**src/logic/aur_params.svh**
```systemverilog
// Purpose: constants for the asynchronous receiver
// Assumes: included by bare name
// Notes:   offsets are byte addresses on the register bus
`ifndef AUR_PARAMS_SVH
`define AUR_PARAMS_SVH
`define AUR_OFF_CTRL     12'h000
`define AUR_OFF_STATUS   12'h004
`define AUR_OFF_DATA     12'h008
`define AUR_OFF_BAUD     12'h00c
`define AUR_OFF_IRQEN    12'h010
`define AUR_CTRL_SERIAL_PORT_ENABLE    0
`define AUR_CTRL_CONTINUOUS_RECEIVE_ENABLE    1
`define AUR_CTRL_SYNC    2
`define AUR_CTRL_RX9     3
`define AUR_CTRL_ADDRESS_DETECT_ENABLE   4
`define AUR_ST_FLAG      0
`define AUR_ST_FRAMING_ERROR_STATUS      1
`define AUR_ST_OVERRUN_ERROR_STATUS      2
`define AUR_ST_NINTH     3
`define AUR_ST_IDLE      4
`define AUR_ST_IRQ       5
`define AUR_IE_RCIE      0
`define AUR_IE_PERIPHERAL_IRQ_ENABLE      1
`define AUR_IE_GIE       2
`define AUR_OVERSAMPLE   16
`define AUR_HALF_TICKS   8
`define AUR_BAUD_RESET   16'h0001
`define AUR_RESP_OKAY    2'b00
`define AUR_RESP_SLVERR  2'b10
`endif

```
**src/logic/aur_pkg.sv**
```systemverilog
// Purpose: types for the asynchronous receiver
// Assumes: nothing
// Notes:   constants live in aur_params.svh
`default_nettype none
package aur_pkg;
   typedef enum logic [1:0] {
      AUR_IDLE  = 2'b00,
      AUR_START = 2'b01,
      AUR_DATA  = 2'b10,
      AUR_STOP  = 2'b11
   } aur_state_t;
endpackage
`default_nettype wire

```
**src/logic/aur_fifo_if.sv**
```systemverilog
// Purpose: push/pop carrier between receiver core and character fifo
// Assumes: one clock
// Notes:   entry is nine data bits and a framing error bit
`default_nettype none
interface aur_fifo_if;
   logic       push;
   logic [8:0] push_data;
   logic       push_framing_error_status;
   logic       pop;
   logic       clear;
   logic [1:0] count;
   logic [8:0] top_data;
   logic       top_framing_error_status;
   modport owner (output push, push_data, push_framing_error_status, pop, clear,
                  input count, top_data, top_framing_error_status);
   modport store (input push, push_data, push_framing_error_status, pop, clear,
                  output count, top_data, top_framing_error_status);
endinterface
`default_nettype wire

```
**src/logic/aur_fifo.sv**
```systemverilog
// Purpose: two-entry character fifo with per-entry framing error
// Assumes: owner pushes into a full fifo only together with a pop
// Notes:   storage is flip-flops indexed by read pointer
`default_nettype none
module aur_fifo #(
   parameter int DEPTH = 2
) (
   input  wire logic   aclk,     // system clock
   input  wire logic   aresetn,  // synchronous reset, active low
   aur_fifo_if.store   f         // push/pop side
);
   localparam int AW = $clog2(DEPTH);
   initial begin
      if (DEPTH != 2) $error("aur_fifo: depth must be 2");
   end
   logic [9:0]    mem_reg [DEPTH];
   logic [AW-1:0] rd_reg;
   logic [1:0]    cnt_reg;
   logic [AW-1:0] wr_idx;

   assign wr_idx     = rd_reg + AW'(cnt_reg);
   assign f.count    = cnt_reg;
   assign f.top_data = mem_reg[rd_reg][8:0];
   assign f.top_framing_error_status = mem_reg[rd_reg][9];

   // storage write; contents need no reset since count guards them
   always_ff @(posedge aclk) begin
      if (f.push) begin
         mem_reg[wr_idx] <= {f.push_framing_error_status, f.push_data};
      end
   end

   // pointers; pop of an empty fifo is ignored
   always_ff @(posedge aclk) begin
      if (!aresetn || f.clear) begin
         rd_reg  <= '0;
         cnt_reg <= 2'h0;
      end else begin
         if (f.pop && cnt_reg != 2'h0) begin
            rd_reg <= rd_reg + AW'(1);
         end
         cnt_reg <= cnt_reg + 2'(f.push) - 2'(f.pop && cnt_reg != 2'h0);
      end
   end
endmodule
`default_nettype wire

```
**src/logic/aur_rx.sv**
```systemverilog
// Summary of operation
// - falling edge starts a character; start centre checked low after half bit
// - high start centre drops the attempt silently, back to edge watching
// - each data bit taken one bit time later by majority, shifted in
// - stop bit sampled one bit later; low means framing error
// - finished character moves to the fifo at once
// - data register read returns oldest character and pops it
// - receive flag high when enabled and fifo not empty; read only
// - flag follows occupancy; irq needs all three enables
// - framing error stored per entry; status shows the oldest only
// - framing error never stops reception nor raises an irq
// - port disable resets and clears framing error; receive disable keeps it
// - all-errored fifo keeps framing status set across reads
// - two-character fifo; third complete character sets overrun
// - under overrun fifo stays readable, nothing new accepted
// - overrun clears only by receive disable, port disable or sync mode set
// - nine-bit mode shifts nine bits; ninth bit readable in status
// - address detect in nine-bit mode keeps only characters with ninth bit set
// - line sampled at sixteen times baud; shifting at bit rate
// - characters assembled least significant bit first
//
// Purpose: asynchronous serial receiver with AXI4-Lite registers
// Assumes: 32-bit AXI4-Lite master, one write and one read at a time
// Notes:   baud tick = aclk / (divisor+1) gives the 16x sample rate
//
// The implementer's own choices: the AXI4-Lite register port and the register addresses.
`include "aur_params.svh"
`default_nettype none
module aur_rx #(
   parameter int DIV_W = 16
) (
   input  wire logic        aclk,            // system clock, 250 MHz
   input  wire logic        aresetn,         // synchronous reset, active low
   input  wire logic [11:0] s_axi_awaddr,    // write address
   input  wire logic        s_axi_awvalid,   // write address valid
   output var  logic        s_axi_awready,   // write address ready
   input  wire logic [31:0] s_axi_wdata,     // write data
   input  wire logic [3:0]  s_axi_wstrb,     // write strobes
   input  wire logic        s_axi_wvalid,    // write data valid
   output var  logic        s_axi_wready,    // write data ready
   output var  logic [1:0]  s_axi_bresp,     // write response
   output var  logic        s_axi_bvalid,    // write response valid
   input  wire logic        s_axi_bready,    // write response ready
   input  wire logic [11:0] s_axi_araddr,    // read address
   input  wire logic        s_axi_arvalid,   // read address valid
   output var  logic        s_axi_arready,   // read address ready
   output var  logic [31:0] s_axi_rdata,     // read data
   output var  logic [1:0]  s_axi_rresp,     // read response
   output var  logic        s_axi_rvalid,    // read data valid
   input  wire logic        s_axi_rready,    // read data ready
   input  wire logic        serial_receive_pin, // asynchronous line in
   output var  logic        receive_irq      // interrupt request
);
   initial begin
      if (DIV_W < 8 || DIV_W > 16) $error("aur_rx: DIV_W must be 8..16");
   end

   // control registers
   logic             serial_port_enable_reg;
   logic             continuous_receive_enable_reg;
   logic             sync_mode_reg;
   logic             nine_bit_receive_enable_reg;
   logic             address_detect_enable_reg;
   logic             receive_irq_enable_reg;
   logic             peripheral_irq_enable_reg;
   logic             global_irq_enable_reg;
   logic [DIV_W-1:0] baud_div_reg;
   logic             overrun_error_status_reg;

   // bus state
   logic        aw_held_reg;
   logic        w_held_reg;
   logic [11:0] aw_addr_reg;
   logic [31:0] w_data_reg;
   logic [3:0]  w_strb_reg;

   // receiver state
   aur_pkg::aur_state_t state_reg;
   logic [DIV_W-1:0]    div_cnt_reg;
   logic [3:0]          tick_cnt_reg;
   logic [3:0]          bit_cnt_reg;
   logic [8:0]          receive_shift_register_reg;
   logic [2:0]          samp_reg;
   logic                sync1_reg;
   logic                sync2_reg;
   logic                line_prev_reg;

   logic tick;
   logic rx_on;
   logic majority;
   logic read_go;
   logic data_read;
   logic done_push;
   logic [3:0] nbits;
   logic [31:0] rd_word;

   aur_fifo_if fif ();

   aur_fifo #(
      .DEPTH (2)
   ) u_fifo (
      .aclk    (aclk),
      .aresetn (aresetn),
      .f       (fif.store)
   );

   assign rx_on = serial_port_enable_reg && continuous_receive_enable_reg
                  && !sync_mode_reg;
   assign nbits = nine_bit_receive_enable_reg ? 4'h9 : 4'h8;

   // ---------------- AXI4-Lite write side ----------------
   // the write lands once both halves are held and no response is pending,
   // so address and data may arrive in either order

   // capture address and data in either order
   always_ff @(posedge aclk) begin
      if (!aresetn) begin
         aw_held_reg   <= 1'b0;
         w_held_reg    <= 1'b0;
         aw_addr_reg   <= 12'h000;
         w_data_reg    <= 32'h0000_0000;
         w_strb_reg    <= 4'h0;
         s_axi_awready <= 1'b0;
         s_axi_wready  <= 1'b0;
      end else begin
         s_axi_awready <= !aw_held_reg && !s_axi_awready && !s_axi_bvalid;
         s_axi_wready  <= !w_held_reg && !s_axi_wready && !s_axi_bvalid;
         if (s_axi_awvalid && s_axi_awready) begin
            aw_held_reg <= 1'b1;
            aw_addr_reg <= s_axi_awaddr;
            s_axi_awready <= 1'b0;
         end
         if (s_axi_wvalid && s_axi_wready) begin
            w_held_reg <= 1'b1;
            w_data_reg <= s_axi_wdata;
            w_strb_reg <= s_axi_wstrb;
            s_axi_wready <= 1'b0;
         end
         if (aw_held_reg && w_held_reg) begin
            aw_held_reg <= 1'b0;
            w_held_reg  <= 1'b0;
         end
      end
   end

   // write response one cycle after both halves are held
   always_ff @(posedge aclk) begin
      if (!aresetn) begin
         s_axi_bvalid <= 1'b0;
         s_axi_bresp  <= `AUR_RESP_OKAY;
      end else if (s_axi_bvalid) begin
         if (s_axi_bready) s_axi_bvalid <= 1'b0;
      end else if (aw_held_reg && w_held_reg) begin
         s_axi_bvalid <= 1'b1;
         unique case (aw_addr_reg)
            `AUR_OFF_CTRL, `AUR_OFF_BAUD, `AUR_OFF_IRQEN: s_axi_bresp <= `AUR_RESP_OKAY;
            `AUR_OFF_STATUS, `AUR_OFF_DATA:               s_axi_bresp <= `AUR_RESP_OKAY;
            default:                                      s_axi_bresp <= `AUR_RESP_SLVERR;
         endcase
      end
   end

   // register writes; status and data are read only
   always_ff @(posedge aclk) begin
      if (!aresetn) begin
         serial_port_enable_reg        <= 1'b0;
         continuous_receive_enable_reg <= 1'b0;
         sync_mode_reg                 <= 1'b0;
         nine_bit_receive_enable_reg   <= 1'b0;
         address_detect_enable_reg     <= 1'b0;
         receive_irq_enable_reg        <= 1'b0;
         peripheral_irq_enable_reg     <= 1'b0;
         global_irq_enable_reg         <= 1'b0;
         baud_div_reg                  <= DIV_W'(`AUR_BAUD_RESET);
      end else if (aw_held_reg && w_held_reg && !s_axi_bvalid && w_strb_reg[0]) begin
         unique case (aw_addr_reg)
            `AUR_OFF_CTRL: begin
               serial_port_enable_reg        <= w_data_reg[`AUR_CTRL_SERIAL_PORT_ENABLE];
               continuous_receive_enable_reg <= w_data_reg[`AUR_CTRL_CONTINUOUS_RECEIVE_ENABLE];
               sync_mode_reg                 <= w_data_reg[`AUR_CTRL_SYNC];
               nine_bit_receive_enable_reg   <= w_data_reg[`AUR_CTRL_RX9];
               address_detect_enable_reg     <= w_data_reg[`AUR_CTRL_ADDRESS_DETECT_ENABLE];
            end
            `AUR_OFF_IRQEN: begin
               receive_irq_enable_reg    <= w_data_reg[`AUR_IE_RCIE];
               peripheral_irq_enable_reg <= w_data_reg[`AUR_IE_PERIPHERAL_IRQ_ENABLE];
               global_irq_enable_reg     <= w_data_reg[`AUR_IE_GIE];
            end
            `AUR_OFF_BAUD: begin
               baud_div_reg[7:0] <= w_data_reg[7:0];
               if (w_strb_reg[1] && DIV_W > 8) begin
                  baud_div_reg <= w_data_reg[DIV_W-1:0];
               end
            end
            default: begin
            end
         endcase
      end
   end

   // ---------------- AXI4-Lite read side ----------------
   assign read_go   = s_axi_arvalid && s_axi_arready;
   assign data_read = read_go && s_axi_araddr == `AUR_OFF_DATA;

   // status reflects only the oldest entry
   always_comb begin
      rd_word = 32'h0000_0000;
      unique case (s_axi_araddr)
         `AUR_OFF_CTRL: begin
            rd_word[`AUR_CTRL_SERIAL_PORT_ENABLE]  = serial_port_enable_reg;
            rd_word[`AUR_CTRL_CONTINUOUS_RECEIVE_ENABLE]  = continuous_receive_enable_reg;
            rd_word[`AUR_CTRL_SYNC]  = sync_mode_reg;
            rd_word[`AUR_CTRL_RX9]   = nine_bit_receive_enable_reg;
            rd_word[`AUR_CTRL_ADDRESS_DETECT_ENABLE] = address_detect_enable_reg;
         end
         `AUR_OFF_STATUS: begin
            rd_word[`AUR_ST_FLAG]  = fif.count != 2'h0;
            rd_word[`AUR_ST_FRAMING_ERROR_STATUS]  = fif.count != 2'h0 && fif.top_framing_error_status;
            rd_word[`AUR_ST_OVERRUN_ERROR_STATUS]  = overrun_error_status_reg;
            rd_word[`AUR_ST_NINTH] = fif.count != 2'h0 && fif.top_data[8];
            rd_word[`AUR_ST_IDLE]  = state_reg == aur_pkg::AUR_IDLE;
            rd_word[`AUR_ST_IRQ]   = receive_irq;
         end
         `AUR_OFF_DATA:  rd_word[7:0] = fif.top_data[7:0];
         `AUR_OFF_BAUD:  rd_word[DIV_W-1:0] = baud_div_reg;
         `AUR_OFF_IRQEN: begin
            rd_word[`AUR_IE_RCIE] = receive_irq_enable_reg;
            rd_word[`AUR_IE_PERIPHERAL_IRQ_ENABLE] = peripheral_irq_enable_reg;
            rd_word[`AUR_IE_GIE]  = global_irq_enable_reg;
         end
         default: rd_word = 32'h0000_0000;
      endcase
   end

   // read address accepted one cycle after valid, data the cycle after
   always_ff @(posedge aclk) begin
      if (!aresetn) begin
         s_axi_arready <= 1'b0;
         s_axi_rvalid  <= 1'b0;
         s_axi_rdata   <= 32'h0000_0000;
         s_axi_rresp   <= `AUR_RESP_OKAY;
      end else begin
         s_axi_arready <= s_axi_arvalid && !s_axi_arready && !s_axi_rvalid;
         if (read_go) begin
            s_axi_rvalid <= 1'b1;
            s_axi_rdata  <= rd_word;
            unique case (s_axi_araddr)
               `AUR_OFF_CTRL, `AUR_OFF_STATUS, `AUR_OFF_DATA,
               `AUR_OFF_BAUD, `AUR_OFF_IRQEN: s_axi_rresp <= `AUR_RESP_OKAY;
               default:                        s_axi_rresp <= `AUR_RESP_SLVERR;
            endcase
         end else if (s_axi_rvalid && s_axi_rready) begin
            s_axi_rvalid <= 1'b0;
         end
      end
   end

   // interrupt request needs flag and all three enables; framing errors never count
   always_ff @(posedge aclk) begin
      if (!aresetn) begin
         receive_irq <= 1'b0;
      end else begin
         receive_irq <= fif.count != 2'h0 && receive_irq_enable_reg
                        && peripheral_irq_enable_reg && global_irq_enable_reg;
      end
   end

   // ---------------- line sampling ----------------
   // two flops against metastability; the line idles high
   always_ff @(posedge aclk) begin
      if (!aresetn) begin
         sync1_reg     <= 1'b1;
         sync2_reg     <= 1'b1;
         line_prev_reg <= 1'b1;
      end else begin
         sync1_reg     <= serial_receive_pin;
         sync2_reg     <= sync1_reg;
         line_prev_reg <= sync2_reg;
      end
   end

   // 16x baud tick divider, restarted while the port is off
   assign tick = div_cnt_reg == '0;
   always_ff @(posedge aclk) begin
      if (!aresetn || !serial_port_enable_reg) begin
         div_cnt_reg <= '0;
      end else begin
         div_cnt_reg <= tick ? baud_div_reg : div_cnt_reg - DIV_W'(1);
      end
   end

   // three samples on the ticks just before and at each centre
   always_ff @(posedge aclk) begin
      if (!aresetn) begin
         samp_reg <= 3'h7;
      end else if (tick) begin
         samp_reg <= {samp_reg[1:0], sync2_reg};
      end
   end
   assign majority = (samp_reg[0] & samp_reg[1]) | (samp_reg[0] & samp_reg[2])
                     | (samp_reg[1] & samp_reg[2]);

   // ---------------- receive sequencer ----------------
   // a sample lag of one tick is absorbed: the centre is the tick count reaching the mark
   always_ff @(posedge aclk) begin
      if (!aresetn || !rx_on) begin
         state_reg    <= aur_pkg::AUR_IDLE;
         tick_cnt_reg <= 4'h0;
         bit_cnt_reg  <= 4'h0;
         receive_shift_register_reg <= 9'h000;
      end else begin
         unique case (state_reg)
            aur_pkg::AUR_IDLE: begin
               tick_cnt_reg <= 4'h0;
               if (line_prev_reg && !sync2_reg && !overrun_error_status_reg) begin
                  state_reg <= aur_pkg::AUR_START;
               end
            end
            aur_pkg::AUR_START: if (tick) begin
               tick_cnt_reg <= tick_cnt_reg + 4'h1;
               if (tick_cnt_reg == 4'(`AUR_HALF_TICKS - 1)) begin
                  tick_cnt_reg <= 4'h0;
                  bit_cnt_reg  <= 4'h0;
                  state_reg <= majority ? aur_pkg::AUR_IDLE
                                        : aur_pkg::AUR_DATA;
               end
            end
            aur_pkg::AUR_DATA: if (tick) begin
               tick_cnt_reg <= tick_cnt_reg + 4'h1;
               if (tick_cnt_reg == 4'(`AUR_OVERSAMPLE - 1)) begin
                  // lsb first: shift right, top bit lands by position
                  receive_shift_register_reg <= nine_bit_receive_enable_reg
                     ? {majority, receive_shift_register_reg[8:1]}
                     : {1'b0, majority, receive_shift_register_reg[7:1]};
                  bit_cnt_reg <= bit_cnt_reg + 4'h1;
                  if (bit_cnt_reg == nbits - 4'h1) state_reg <= aur_pkg::AUR_STOP;
               end
            end
            aur_pkg::AUR_STOP: if (tick) begin
               tick_cnt_reg <= tick_cnt_reg + 4'h1;
               if (tick_cnt_reg == 4'(`AUR_OVERSAMPLE - 1)) begin
                  state_reg <= aur_pkg::AUR_IDLE;
               end
            end
         endcase
      end
   end

   // stop centre reached: hand the character over in the same cycle
   assign done_push = rx_on && tick && state_reg == aur_pkg::AUR_STOP
                      && tick_cnt_reg == 4'(`AUR_OVERSAMPLE - 1)
                      && !(nine_bit_receive_enable_reg && address_detect_enable_reg
                           && !receive_shift_register_reg[8])
                      && !overrun_error_status_reg;

   // a pop in the same cycle frees the slot, so a full fifo still takes it
   assign fif.push      = done_push && (fif.count != 2'h2 || data_read);
   assign fif.push_data = receive_shift_register_reg;
   assign fif.push_framing_error_status = !majority;
   assign fif.pop       = data_read;
   assign fif.clear     = !serial_port_enable_reg;

   // overrun: third full character with fifo full; only enables or sync mode clear it
   always_ff @(posedge aclk) begin
      if (!aresetn || !rx_on) begin
         overrun_error_status_reg <= 1'b0;
      end else if (done_push && fif.count == 2'h2 && !data_read) begin
         overrun_error_status_reg <= 1'b1;
      end
   end
endmodule
`default_nettype wire

```
**config.mk**
```make
export PLATFORM = sky130hd
export DESIGN_NAME = aur_rx
export DESIGN_NICKNAME = d
export VERILOG_FILES = /design/src/logic/aur_pkg.sv /design/src/logic/aur_fifo_if.sv /design/src/logic/aur_fifo.sv /design/src/logic/aur_rx.sv
export VERILOG_INCLUDE_DIRS = /design/src /design/src/logic
export SDC_FILE = /design/constraint.sdc
export NUM_CORES = 1
export LEC_CHECK = 0
export BUFFER_PORTS_ARGS = -buffer_cell sky130_fd_sc_hd__buf_2
export CAP_MARGIN = 5
export CORE_MARGIN = 2
export CORE_UTILIZATION = 51
export DETAILED_ROUTE_END_ITERATION = 10
export PLACE_DENSITY = 0.76
export SKIP_LAST_GASP = 1
export SYNTH_ARGS = -nofsm -noshare
export SYNTH_HDL_FRONTEND = slang
export SYNTH_HIERARCHICAL = 1
export SYNTH_SLANG_ARGS = --single-unit
```
**constraint.sdc**
```tcl
create_clock -name aclk -period 2.46 [get_ports aclk]
set_input_delay 0.369 -clock aclk [delete_from_list [all_inputs] [get_ports aclk]]
set_output_delay 0.369 -clock aclk [all_outputs]
set_load 0.01 [all_outputs]
```
Word level (Yosys, flattened, before mapping)
Memories as Yosys holds them, arrays and structs flattened. A register that Yosys moved wholly into a read port is not among the register bits. Index checks and enable logic that the tools add are counted. W data, S select, Z words.

Register bits after elaboration: 127. Memory bits (writable): 20. Input bits: 68. Output and inout port bits: 42. Memories: 1.

Memory list: u_fifo.mem_reg (words 2, width 10, rd ports 1, clocked after Yosys merged registers in 1, wr ports 1, line aur_fifo.sv:16) `logic [9:0] mem_reg [DEPTH];`.

$add $sub $neg: 8. Eq/ne operators: 25. Muxes and demuxes: 38. Bitwise logic cells: 7. Reduce and logical (&&, ||, !) cells: 76.

Operator list (number): $eq A12 B4 Y1 const B (4); $logic_and A1 B1 Y1 (34); $mux W4 (7); $eq A12 B3 Y1 const B (2); $eq A12 B5 Y1 const B (2); $logic_not A12 Y1 (2); $mux W2 (11); $logic_not A1 Y1 (17); $logic_not A16 Y1 (1); $mux W16 (1); $ne A2 B2 Y1 const B (8); $pmux W2 S4 (2); $sub A16 B1 Y16 const B (1); $pmux W3 S5 (1); $pmux W4 S3 (1); $mux W1 (10); $reduce_and A2 Y1 (5); $reduce_or A5 Y1 (2); $mux W9 (1); $add A4 B1 Y4 const B (2); $mux W8 (1); $pmux W4 S2 (1); $reduce_and A8 Y1 (1); $reduce_or A2 Y1 (4); 21 further kinds (33).

Longest topological paths before layout
Gate-level depths: netlist of run 1.

Word-level depth: 10. Depth in mapped cells: 9.

By module
Netlist of run 1, hierarchy kept.

Modules (own cells, without submodules): aur_rx (instances 1, cells an instance 646, area an instance 5511.5 um2, seq. area each 2442.3 um2); aur_fifo (instances 1, cells an instance 51, area an instance 942.2 um2, seq. area each 680.7 um2).

Worst setup path after synthesis of run 1
OpenSTA, ideal clock, no wires.

Path kind: input -> register. From: input s_axi_araddr[9]. To: memory u_fifo.mem_reg[0][0] (enable). Library setup time: 376 ps. Arrival time: 2103 ps. Data required time: 2084 ps. Slack: -19 ps. Stages: 7. Buffers on the path: 0. Cell sequence: nor4_1 -> nand3_1 -> nor3_1 -> o211ai_1 -> nor3_1 -> inv_1 -> nor2_1.

Longest elaborated chain between the ends: 6.

Ends and longest elaborated chain: start, declared (line aur_rx.sv:44) `input wire logic [11:0] s_axi_araddr,`; $eq A12 B4 Y1; $logic_and A1 B1 Y1 (no source line); named net data_read (line aur_rx.sv:92) `logic data_read;`; $logic_or A1 B1 Y1 (line aur_rx.sv:357) `assign fif.push = done_push && (fif.count != 2'h2 || data_read);`; $logic_and A1 B1 Y1 (line aur_rx.sv:357); named net fif.push (line aur_fifo_if.sv:6) `logic push;`; $mux W1 (line aur_fifo.sv:28) `if (f.push) begin`; $mux W1 (implied by the code) (line aur_fifo.sv:29) `mem_reg[wr_idx] <= {f.push_framing_error_status, f.push_data};`; end, declared (line aur_fifo.sv:16).

The timed path passes the listed nets, and every way through them passes these cells.

Worst setup path after layout of run 1
From: register div_cnt_reg[13]. To: memory u_fifo.mem_reg[0][2] (enable).

Longest elaborated chain between the ends: 9.

Ends and longest elaborated chain: start, declared (line aur_rx.sv:79) `logic [DIV_W-1:0] div_cnt_reg;`; start signal, assigned (line aur_rx.sv:288) `div_cnt_reg <= tick ? baud_div_reg : div_cnt_reg - DIV_W'(1);`; $logic_not A16 Y1 (line aur_rx.sv:283) `assign tick = div_cnt_reg == '0;`; $logic_and A1 B1 Y1 (5 in a row) (line aur_rx.sv:350) `assign done_push = rx_on && tick && state_reg == aur_pkg::AUR_STOP`; $logic_and A1 B1 Y1 (line aur_rx.sv:357); named net fif.push (line aur_fifo_if.sv:6); $mux W1 (line aur_fifo.sv:28); $mux W1 (implied by the code) (line aur_fifo.sv:29).

The timed path passes the listed nets, and every way through them passes these cells.

==> tab_implementation.tex, run 1 <==
\begin{tabular}{lr}
\hline
Metric & Value \\
\hline
\multicolumn{2}{l}{\textbf{Floorplan}} \\
Effective utilization at floorplan & 0.5177 \\
Area of the die & $\sim$14,000 sq um \\
Ports & 110 \\
Die extent in x & 116.5 microns \\
Die H & approximately 120 microns \\
Row count & $\sim$40 \\
Area of the placeable core & 12,470 sq um \\
\multicolumn{2}{l}{\textbf{Synth}} \\
Count of flip-flops with a built-in enable after synthesis & 20 \\
Number of storage elements in the synthesis netlist & 146 \\
Top post-synthesis cells by area & dfxtp\_1, edfxtp\_1, nand2\_1 \\
Top FF cell, synth & dfxtp\_1 \\
Proportion of synthesized flip-flops having asynchronous set or reset & 0 \\
Average size of a mapped cell & 9.259 sq um \\
Sequential area share after synthesis & 0.4839 \\
Number of warnings printed during yosys synthesis & 6 \\
Proportion of netlist area held by the largest area contributor & 0.3908 \\
Count of mapped cells out of synthesis & between 600 and 700 \\
Top cell type by total area after synthesis & dfxtp\_1 \\
Post-Syn Area & 6454 sq um \\
Library cells used by synthesis & 62 \\
\multicolumn{2}{l}{\textbf{Route}} \\
DRC violation count after routing & 0 \\
Routed length per instance & about 16 microns \\
Count of TritonRoute iterations in the first routing pass & 5 \\
Vias per std cell & $\sim$5.4 \\
Drt initial violations & 407 \\
Final antenna-violating net count & 0 \\
Via count of the routed design & between 5,000 and 6,000 \\
Wirelength, routed & 14,930 microns \\
\multicolumn{2}{l}{\textbf{Clocking}} \\
Hold-fix buffers, CTS & 0 \\
H-tree levels & 4 \\
Buffer count from post-CTS setup fixing & 0 \\
Number of buffers between clock root and the deepest sink & 2 \\
Number of gates resized after CTS & 0 \\
Clock tree from TritonCTS & built \\
Inserted Clock Buffers & 17 \\
Clk sink count & roughly 150 \\
Clock latency at the later pin of the worst-skew pair & 0.42 ns \\
Root buffer selected by CTS & clkbuf\_16 \\
Reg clk slew, reported paths & approximately 0.06 ns \\
\multicolumn{2}{l}{\textbf{GRT}} \\
First-pass GRT wire length & about 24,000 microns \\
Global Route Usage Sum & 0.2321 \\
Number of global-route vias before repair & roughly 5,000 \\
Initial antenna violation count & 0 \\
GRT Residual Overflow & 0 \\
Largest net degree at the start of global routing & between 90 and 100 \\
\multicolumn{2}{l}{\textbf{Final layout}} \\
Summed area of non-filler cells in the final layout & 7669 sq um \\
Largest register FFs & 20 \\
Fin cells & 962 \\
Count of fill cells added during filler insertion & around 1,000 \\
Most common cell after layout, fill and taps aside & dfxtp\_1 \\
Area of combinational cells with multiple inputs & $\sim$3100 sq um \\
Register area & 3123 sq um \\
Number of nets in the layout & roughly 850 \\
Number of antenna cells inserted & 0 \\
Commonest cells after routing, fill and taps aside & dfxtp\_1, nand2\_1, buf\_2, nor2\_1, a21boi\_0 \\
Area Growth Syn to Fin & 18.83\% \\
Fraction of layout cells with a size suffix above 1 & 0.1823 \\
\multicolumn{2}{l}{\textbf{Setup path}} \\
Largest fanout of any net on the critical path & 10 \\
Most common cell type on the critical path & nor3\_1 \\
Category of the critical setup timing path & flip-flop to flip-flop \\
Standard cell with the maximum stage delay on the critical path & or3\_1 \\
Critical Path End Type & flip-flop \\
Cell-by-cell trace of the critical path & or3\_1, nor3\_1, and3\_1, o211ai\_1, nor3\_1, inv\_1, nor2\_2, buf\_12 \\
Largest incremental delay on the critical path & roughly 0.4 ns \\
Required time at the endpoint of the critical path & about 2.6 ns \\
CP startpoint kind & flip-flop \\
Data arrival time of the worst path & around 2.5 ns \\
\multicolumn{2}{l}{\textbf{Timing}} \\
TNS Setup & 0 ns \\
Timing-limited maximum frequency & roughly 430 MHz \\
Fin crit period & 2.337 ns \\
Final Hold Vio Count & 0 \\
Slew Viols, Final & 0 \\
Number of setup violations in the final report & 0 \\
Setup repair after global routing missed its margin & false \\
Setup Skew & around 0.009 ns \\
Worst slew pin tran & between 0.7 and 0.8 ns \\
Worst slew slack as a fraction of its limit & 0.4750 \\
Hold WS & approximately 0.13 ns \\
Final worst-path cycle share & 0.9501 \\
\multicolumn{2}{l}{\textbf{Power}} \\
PnR Total Power & approximately 5.5 mW \\
Maximum vdd drop & around 0.00049 V \\
Total power per unit cell area & between 700 and 800 nW/um\^{}2 \\
Leakage power & roughly 3.0 nW \\
\multicolumn{2}{l}{\textbf{Place}} \\
Final Wtd Congestion & 0.8477 \\
Area post-placement & between 7000 and 8000 sq um \\
Placed wire-length estimate & about 11,000 microns \\
Placed Cells incl. Taps & 931 \\
Number of buffers inserted by port buffering & 73 \\
\multicolumn{2}{l}{\textbf{Run status}} \\
Outcome & finished clean \\
\multicolumn{2}{l}{\textbf{Flow run}} \\
Max-Cap Viols & 0 \\
\multicolumn{2}{l}{\textbf{Hold path}} \\
Path class of the lowest-slack min-delay path & input pin to flip-flop \\
\hline
\end{tabular}
==> final timing paths <==
| path | start | to | slack, ns | cells past startpoint |
|---|---|---|---|---|
| setup / recovery | div_cnt_reg[13] | u_fifo/mem_reg[0][2] | 0.12 | 8 |
| hold / removal | serial_receive_pin | sync1_reg | 0.13 | 2 |
| setup reg to reg | div_cnt_reg[13] | u_fifo/mem_reg[0][2] | 0.12 | 8 |
| hold reg to reg | sync1_reg | sync2_reg | 0.43 | 1 |
==> report_power, final <==
part / switching (mW) / internal [mW]
sequential: 0.0288 / 2.45
clock: 0.961 / 1.80
combinational: 0.122 / 0.0888
total: 1.11 / 4.34
==> cells by family (layout without fill, tap and decap cells) <==
logic type	Yosys count	count (layout)	synth area share
mux	42	42	0.06960
buf+inv	64	140	0.04924
fa+ha+maj	5	5	0.009694
flops	146	146	0.4839
compound gates	125	125	0.1295
xor+xnor	14	14	0.02113
other cells	1	18	0.0005811
simple gates	300	300	0.2363
==> Yosys cell counts, drive strengths merged (20+ instances only) <==
library cell and count:
buf 23, dfxtp 126, a21boi 40, nor2b 24, nor3 24, clkbuf 28
edfxtp 20, nor2 51, nand2 110, o21ai 28, mux2i 28, nand3 26
==> critical path: cells and delay by family, from the launching register on <==
kind | cells | cell delay [ns]
buffers and inverters | 2 | 0.24
AOI/OAI and AO/OA | 1 | 0.10
DFF | 1 | 0.36
and+or+nand+nor | 5 | 1.35
==> stage by stage <==
stage                 util  setup WS, ns
floorplan                -        0.1359
global placement    0.5639       0.01651
detailed placement  0.5639      -0.05644
CTS                 0.6152       0.08844
global route        0.6152      0.005252
finish              0.6152        0.1229
==> per-layer routing <==
metal	up-vias	track usage	routed length (microns)
met5	-	0	0
met4	0	0.09127	335
met3	33	0.05812	884
met2	155	0.3930	7504
met1	2475	0.2849	6206
li1	2564	-	-
==> area by class of cell <==
cell class,instances,area share
flip-flops and latches,146,0.4072
multi-input cells,504,0.4015
repair buffers,96,0.07342
clock buffers,22,0.06331
well taps,172,0.02806
clock inverters,9,0.02007
inverters,13,0.006363
Power figures use the tool's default switching activity.
==> inputs of run 2 (changes only) <==
--- a/config.mk
+++ b/config.mk
@@ -6,6 +6,7 @@
 export SDC_FILE = /design/constraint.sdc
 export NUM_CORES = 1
 export LEC_CHECK = 0
+export ABC_AREA = 1
 export BUFFER_PORTS_ARGS = -buffer_cell sky130_fd_sc_hd__buf_2
 export CAP_MARGIN = 5
 export CORE_MARGIN = 2
==> run 2 against run 1 <==
Net effect:
- design area shrank 0.85%
- clock skew shrank 0.0014 ns
- final cell count up 15%
- register-to-register slack gained 0.15 ns
- combinational power grew 30%
- critical path depth up 1
- global-route usage fell by 1.5 points
- non-clock buffer count fell by 9
- first-iteration DRC count fell by 2.5%
- synthesized cell count up 20%
- clock power shrank 11%
- largest cell class unchanged
- highest routed layer unchanged
==> tab_implementation.tex, run 2 <==
\begin{tabular}{lr}
\hline
Metric & Value \\
\hline
\multicolumn{2}{l}{\textbf{Timing}} \\
Worst path setup slack after routing & approximately 0.27 ns \\
TNS Setup & 0 ns \\
Setup Skew & about 0.0074 ns \\
Setup repair after global routing missed its margin & false \\
Final worst-path cycle share & 0.8889 \\
Worst slew pin tran & roughly 0.66 ns \\
Fin crit period & 2.187 ns \\
Slew Viols, Final & 0 \\
Number of setup violations in the final report & 0 \\
Timing-limited maximum frequency & between 400 and 500 MHz \\
Worst slew slack as a fraction of its limit & 0.5617 \\
Final Hold Vio Count & 0 \\
Hold WS & between 0.1 and 0.15 ns \\
\multicolumn{2}{l}{\textbf{Setup path}} \\
Required time at the endpoint of the critical path & 2.59 ns \\
Data arrival time of the worst path & around 2.3 ns \\
Largest fanout of any net on the critical path & 10 \\
Critical Path End Type & flip-flop \\
Category of the critical setup timing path & flip-flop to flip-flop \\
CP startpoint kind & flip-flop \\
\multicolumn{2}{l}{\textbf{GRT}} \\
M1 GR Usage & 0.2868 \\
Most used routing layer & met2 \\
Number of global-route vias before repair & slightly above 5,000 \\
M3 GR Usage & 0.06395 \\
GRT Residual Overflow & 0 \\
Largest net degree at the start of global routing & about 50 \\
First-pass GRT wire length & 24,080 microns \\
Global Route Usage Sum & 0.2170 \\
Met2 track demand over resource in global routing & 0.3447 \\
Initial antenna violation count & 0 \\
\multicolumn{2}{l}{\textbf{Synth}} \\
Post-Syn Area & around 6600 sq um \\
Average size of a mapped cell & 7.831 sq um \\
Library cells used by synthesis & 45 \\
Cell with the most instances after synthesis & nor2\_1 \\
Count of flip-flops with a built-in enable after synthesis & 20 \\
Top cell type by total area after synthesis & dfxtp\_1 \\
Synth cell count leaders & nor2\_1, dfxtp\_1, nand2\_1, inv\_1, o21ai\_0 \\
Number of storage elements in the synthesis netlist & approximately 150 \\
Number of warnings printed during yosys synthesis & 6 \\
Proportion of netlist area held by the largest area contributor & 0.3839 \\
Proportion of synthesized flip-flops having asynchronous set or reset & 0 \\
Sequential area share after synthesis & 0.4753 \\
Count of mapped cells out of synthesis & roughly 840 \\
Top FF cell, synth & dfxtp\_1 \\
Top post-synthesis cells by area & dfxtp\_1, edfxtp\_1, nor2\_1 \\
\multicolumn{2}{l}{\textbf{Floorplan}} \\
Ports & 110 \\
Area of the placeable core & between 10,000 and 15,000 sq um \\
Area of the die & roughly 14,000 sq um \\
Row count & 41 \\
Die H & around 120 microns \\
Effective utilization at floorplan & 0.5206 \\
Die extent in x & around 120 microns \\
\multicolumn{2}{l}{\textbf{Hold path}} \\
Path class of the lowest-slack min-delay path & input pin to flip-flop \\
\multicolumn{2}{l}{\textbf{Clocking}} \\
Number of gates resized after CTS & 0 \\
H-tree levels & 4 \\
Buffer count from post-CTS setup fixing & 0 \\
Root buffer selected by CTS & clkbuf\_16 \\
Clock latency at the later pin of the worst-skew pair & $\sim$0.43 ns \\
Number of buffers between clock root and the deepest sink & 2 \\
Reg clk slew, reported paths & around 0.06 ns \\
Clk sink count & roughly 150 \\
Inserted Clock Buffers & 17 \\
Clock tree from TritonCTS & built \\
Hold-fix buffers, CTS & 0 \\
\multicolumn{2}{l}{\textbf{Run status}} \\
Outcome & finished clean \\
\multicolumn{2}{l}{\textbf{Place}} \\
Placed wire-length estimate & just over 10,000 microns \\
Pre-CTS worst setup slack & around 0.22 ns \\
Number of buffers inserted by port buffering & between 70 and 80 \\
Final Wtd Congestion & approximately 0.90 \\
Area post-placement & a little over 7000 sq um \\
\multicolumn{2}{l}{\textbf{Flow run}} \\
Max-Cap Viols & 0 \\
\multicolumn{2}{l}{\textbf{Power}} \\
Leakage power & about 3.3 nW \\
Maximum vdd drop & about 0.00053 V \\
Total power per unit cell area & 687.4 nW/um\^{}2 \\
\multicolumn{2}{l}{\textbf{Route}} \\
Count of TritonRoute iterations in the first routing pass & 4 \\
Wirelength, routed & 14,460 microns \\
Vias per std cell & between 5 and 6 \\
DRC violation count after routing & 0 \\
Via count of the routed design & 5,522 \\
Final antenna-violating net count & 0 \\
Routed length per instance & approximately 13 microns \\
Drt initial violations & approximately 400 \\
\multicolumn{2}{l}{\textbf{Final layout}} \\
Core occupancy in the finished layout & 0.6025 \\
Number of antenna cells inserted & 0 \\
Commonest cells after routing, fill and taps aside & nor2\_1, dfxtp\_1, nand2\_1, inv\_1, o21ai\_0 \\
Fraction of layout cells with a size suffix above 1 & 0.1806 \\
Largest register FFs & 20 \\
Most common cell after layout, fill and taps aside & nor2\_1 \\
Area Growth Syn to Fin & 15.73\% \\
Summed area of non-filler cells in the final layout & approximately 7600 sq um \\
Number of nets in the layout & 990 \\
\hline
\end{tabular}
run 2: area by class of cell:
cell class	count	area (sq um)
flip-flops and latches	146	3123
repair buffers	87	470.5
fillers	1159	5016
clock inverters	13	127.6
clock buffers	19	432.9
inverters	107	401.6
multi-input cells	558	2833
well taps	172	215.2
run 2: final timing paths:
kind / start / endpoint / slack [ns] / cells after the start
worst max-delay path: div_cnt_reg[0] / u_fifo/mem_reg[0][1] / 0.27 / 9
worst max register to register: div_cnt_reg[0] / u_fifo/mem_reg[0][1] / 0.27 / 9
worst min-delay path: serial_receive_pin / sync1_reg / 0.15 / 2
worst min register to register: sync1_reg / sync2_reg / 0.41 / 1
run 2: critical path: stages, from the launching register on:
cell and delay [ns]:
dfxtp_1 0.33, inv_1 0.12, ha_1 0.23, nand4_1 0.17, nor2_1 0.12, nand4_1 0.18
nor3_1 0.37, inv_1 0.07, nor2_1 0.11, buf_4 0.20
run 2: metal layers:
layer,up-vias,part of all wire,wire length [microns]
li1,2863,-,-
met1,2480,0.47,6803
met4,0,0.014,203
met3,19,0.063,906
met5,-,0,0
met2,160,0.45,6551
run 2: kinds of logic after synthesis:
kind of cell / after synthesis / share of synthesized area
AOI/OAI and AO/OA: 174 / 0.1407
xor gates and xnor gates: 9 / 0.01200
adders and majority gates: 5 / 0.009522
buffers and inverters: 152 / 0.1032
DFF: 146 / 0.4753
muxes: 10 / 0.02285
other: 1 / 0.0005708
and+or+nand+nor: 342 / 0.2358
run 2: where the power goes:
group	total, mW	internal (mW)	switching, mW
clock network	2.45	1.41	1.04
logic	0.274	0.105	0.169
registers	2.50	2.47	0.0331
run 2: metrics by stage:
stage               std cells  power, mW
CTS                      1102      5.254
global route             1102      5.424
detailed placement       1070      2.825
floorplan                 856      2.742
finish                   1102      5.227
global placement         1070      2.819
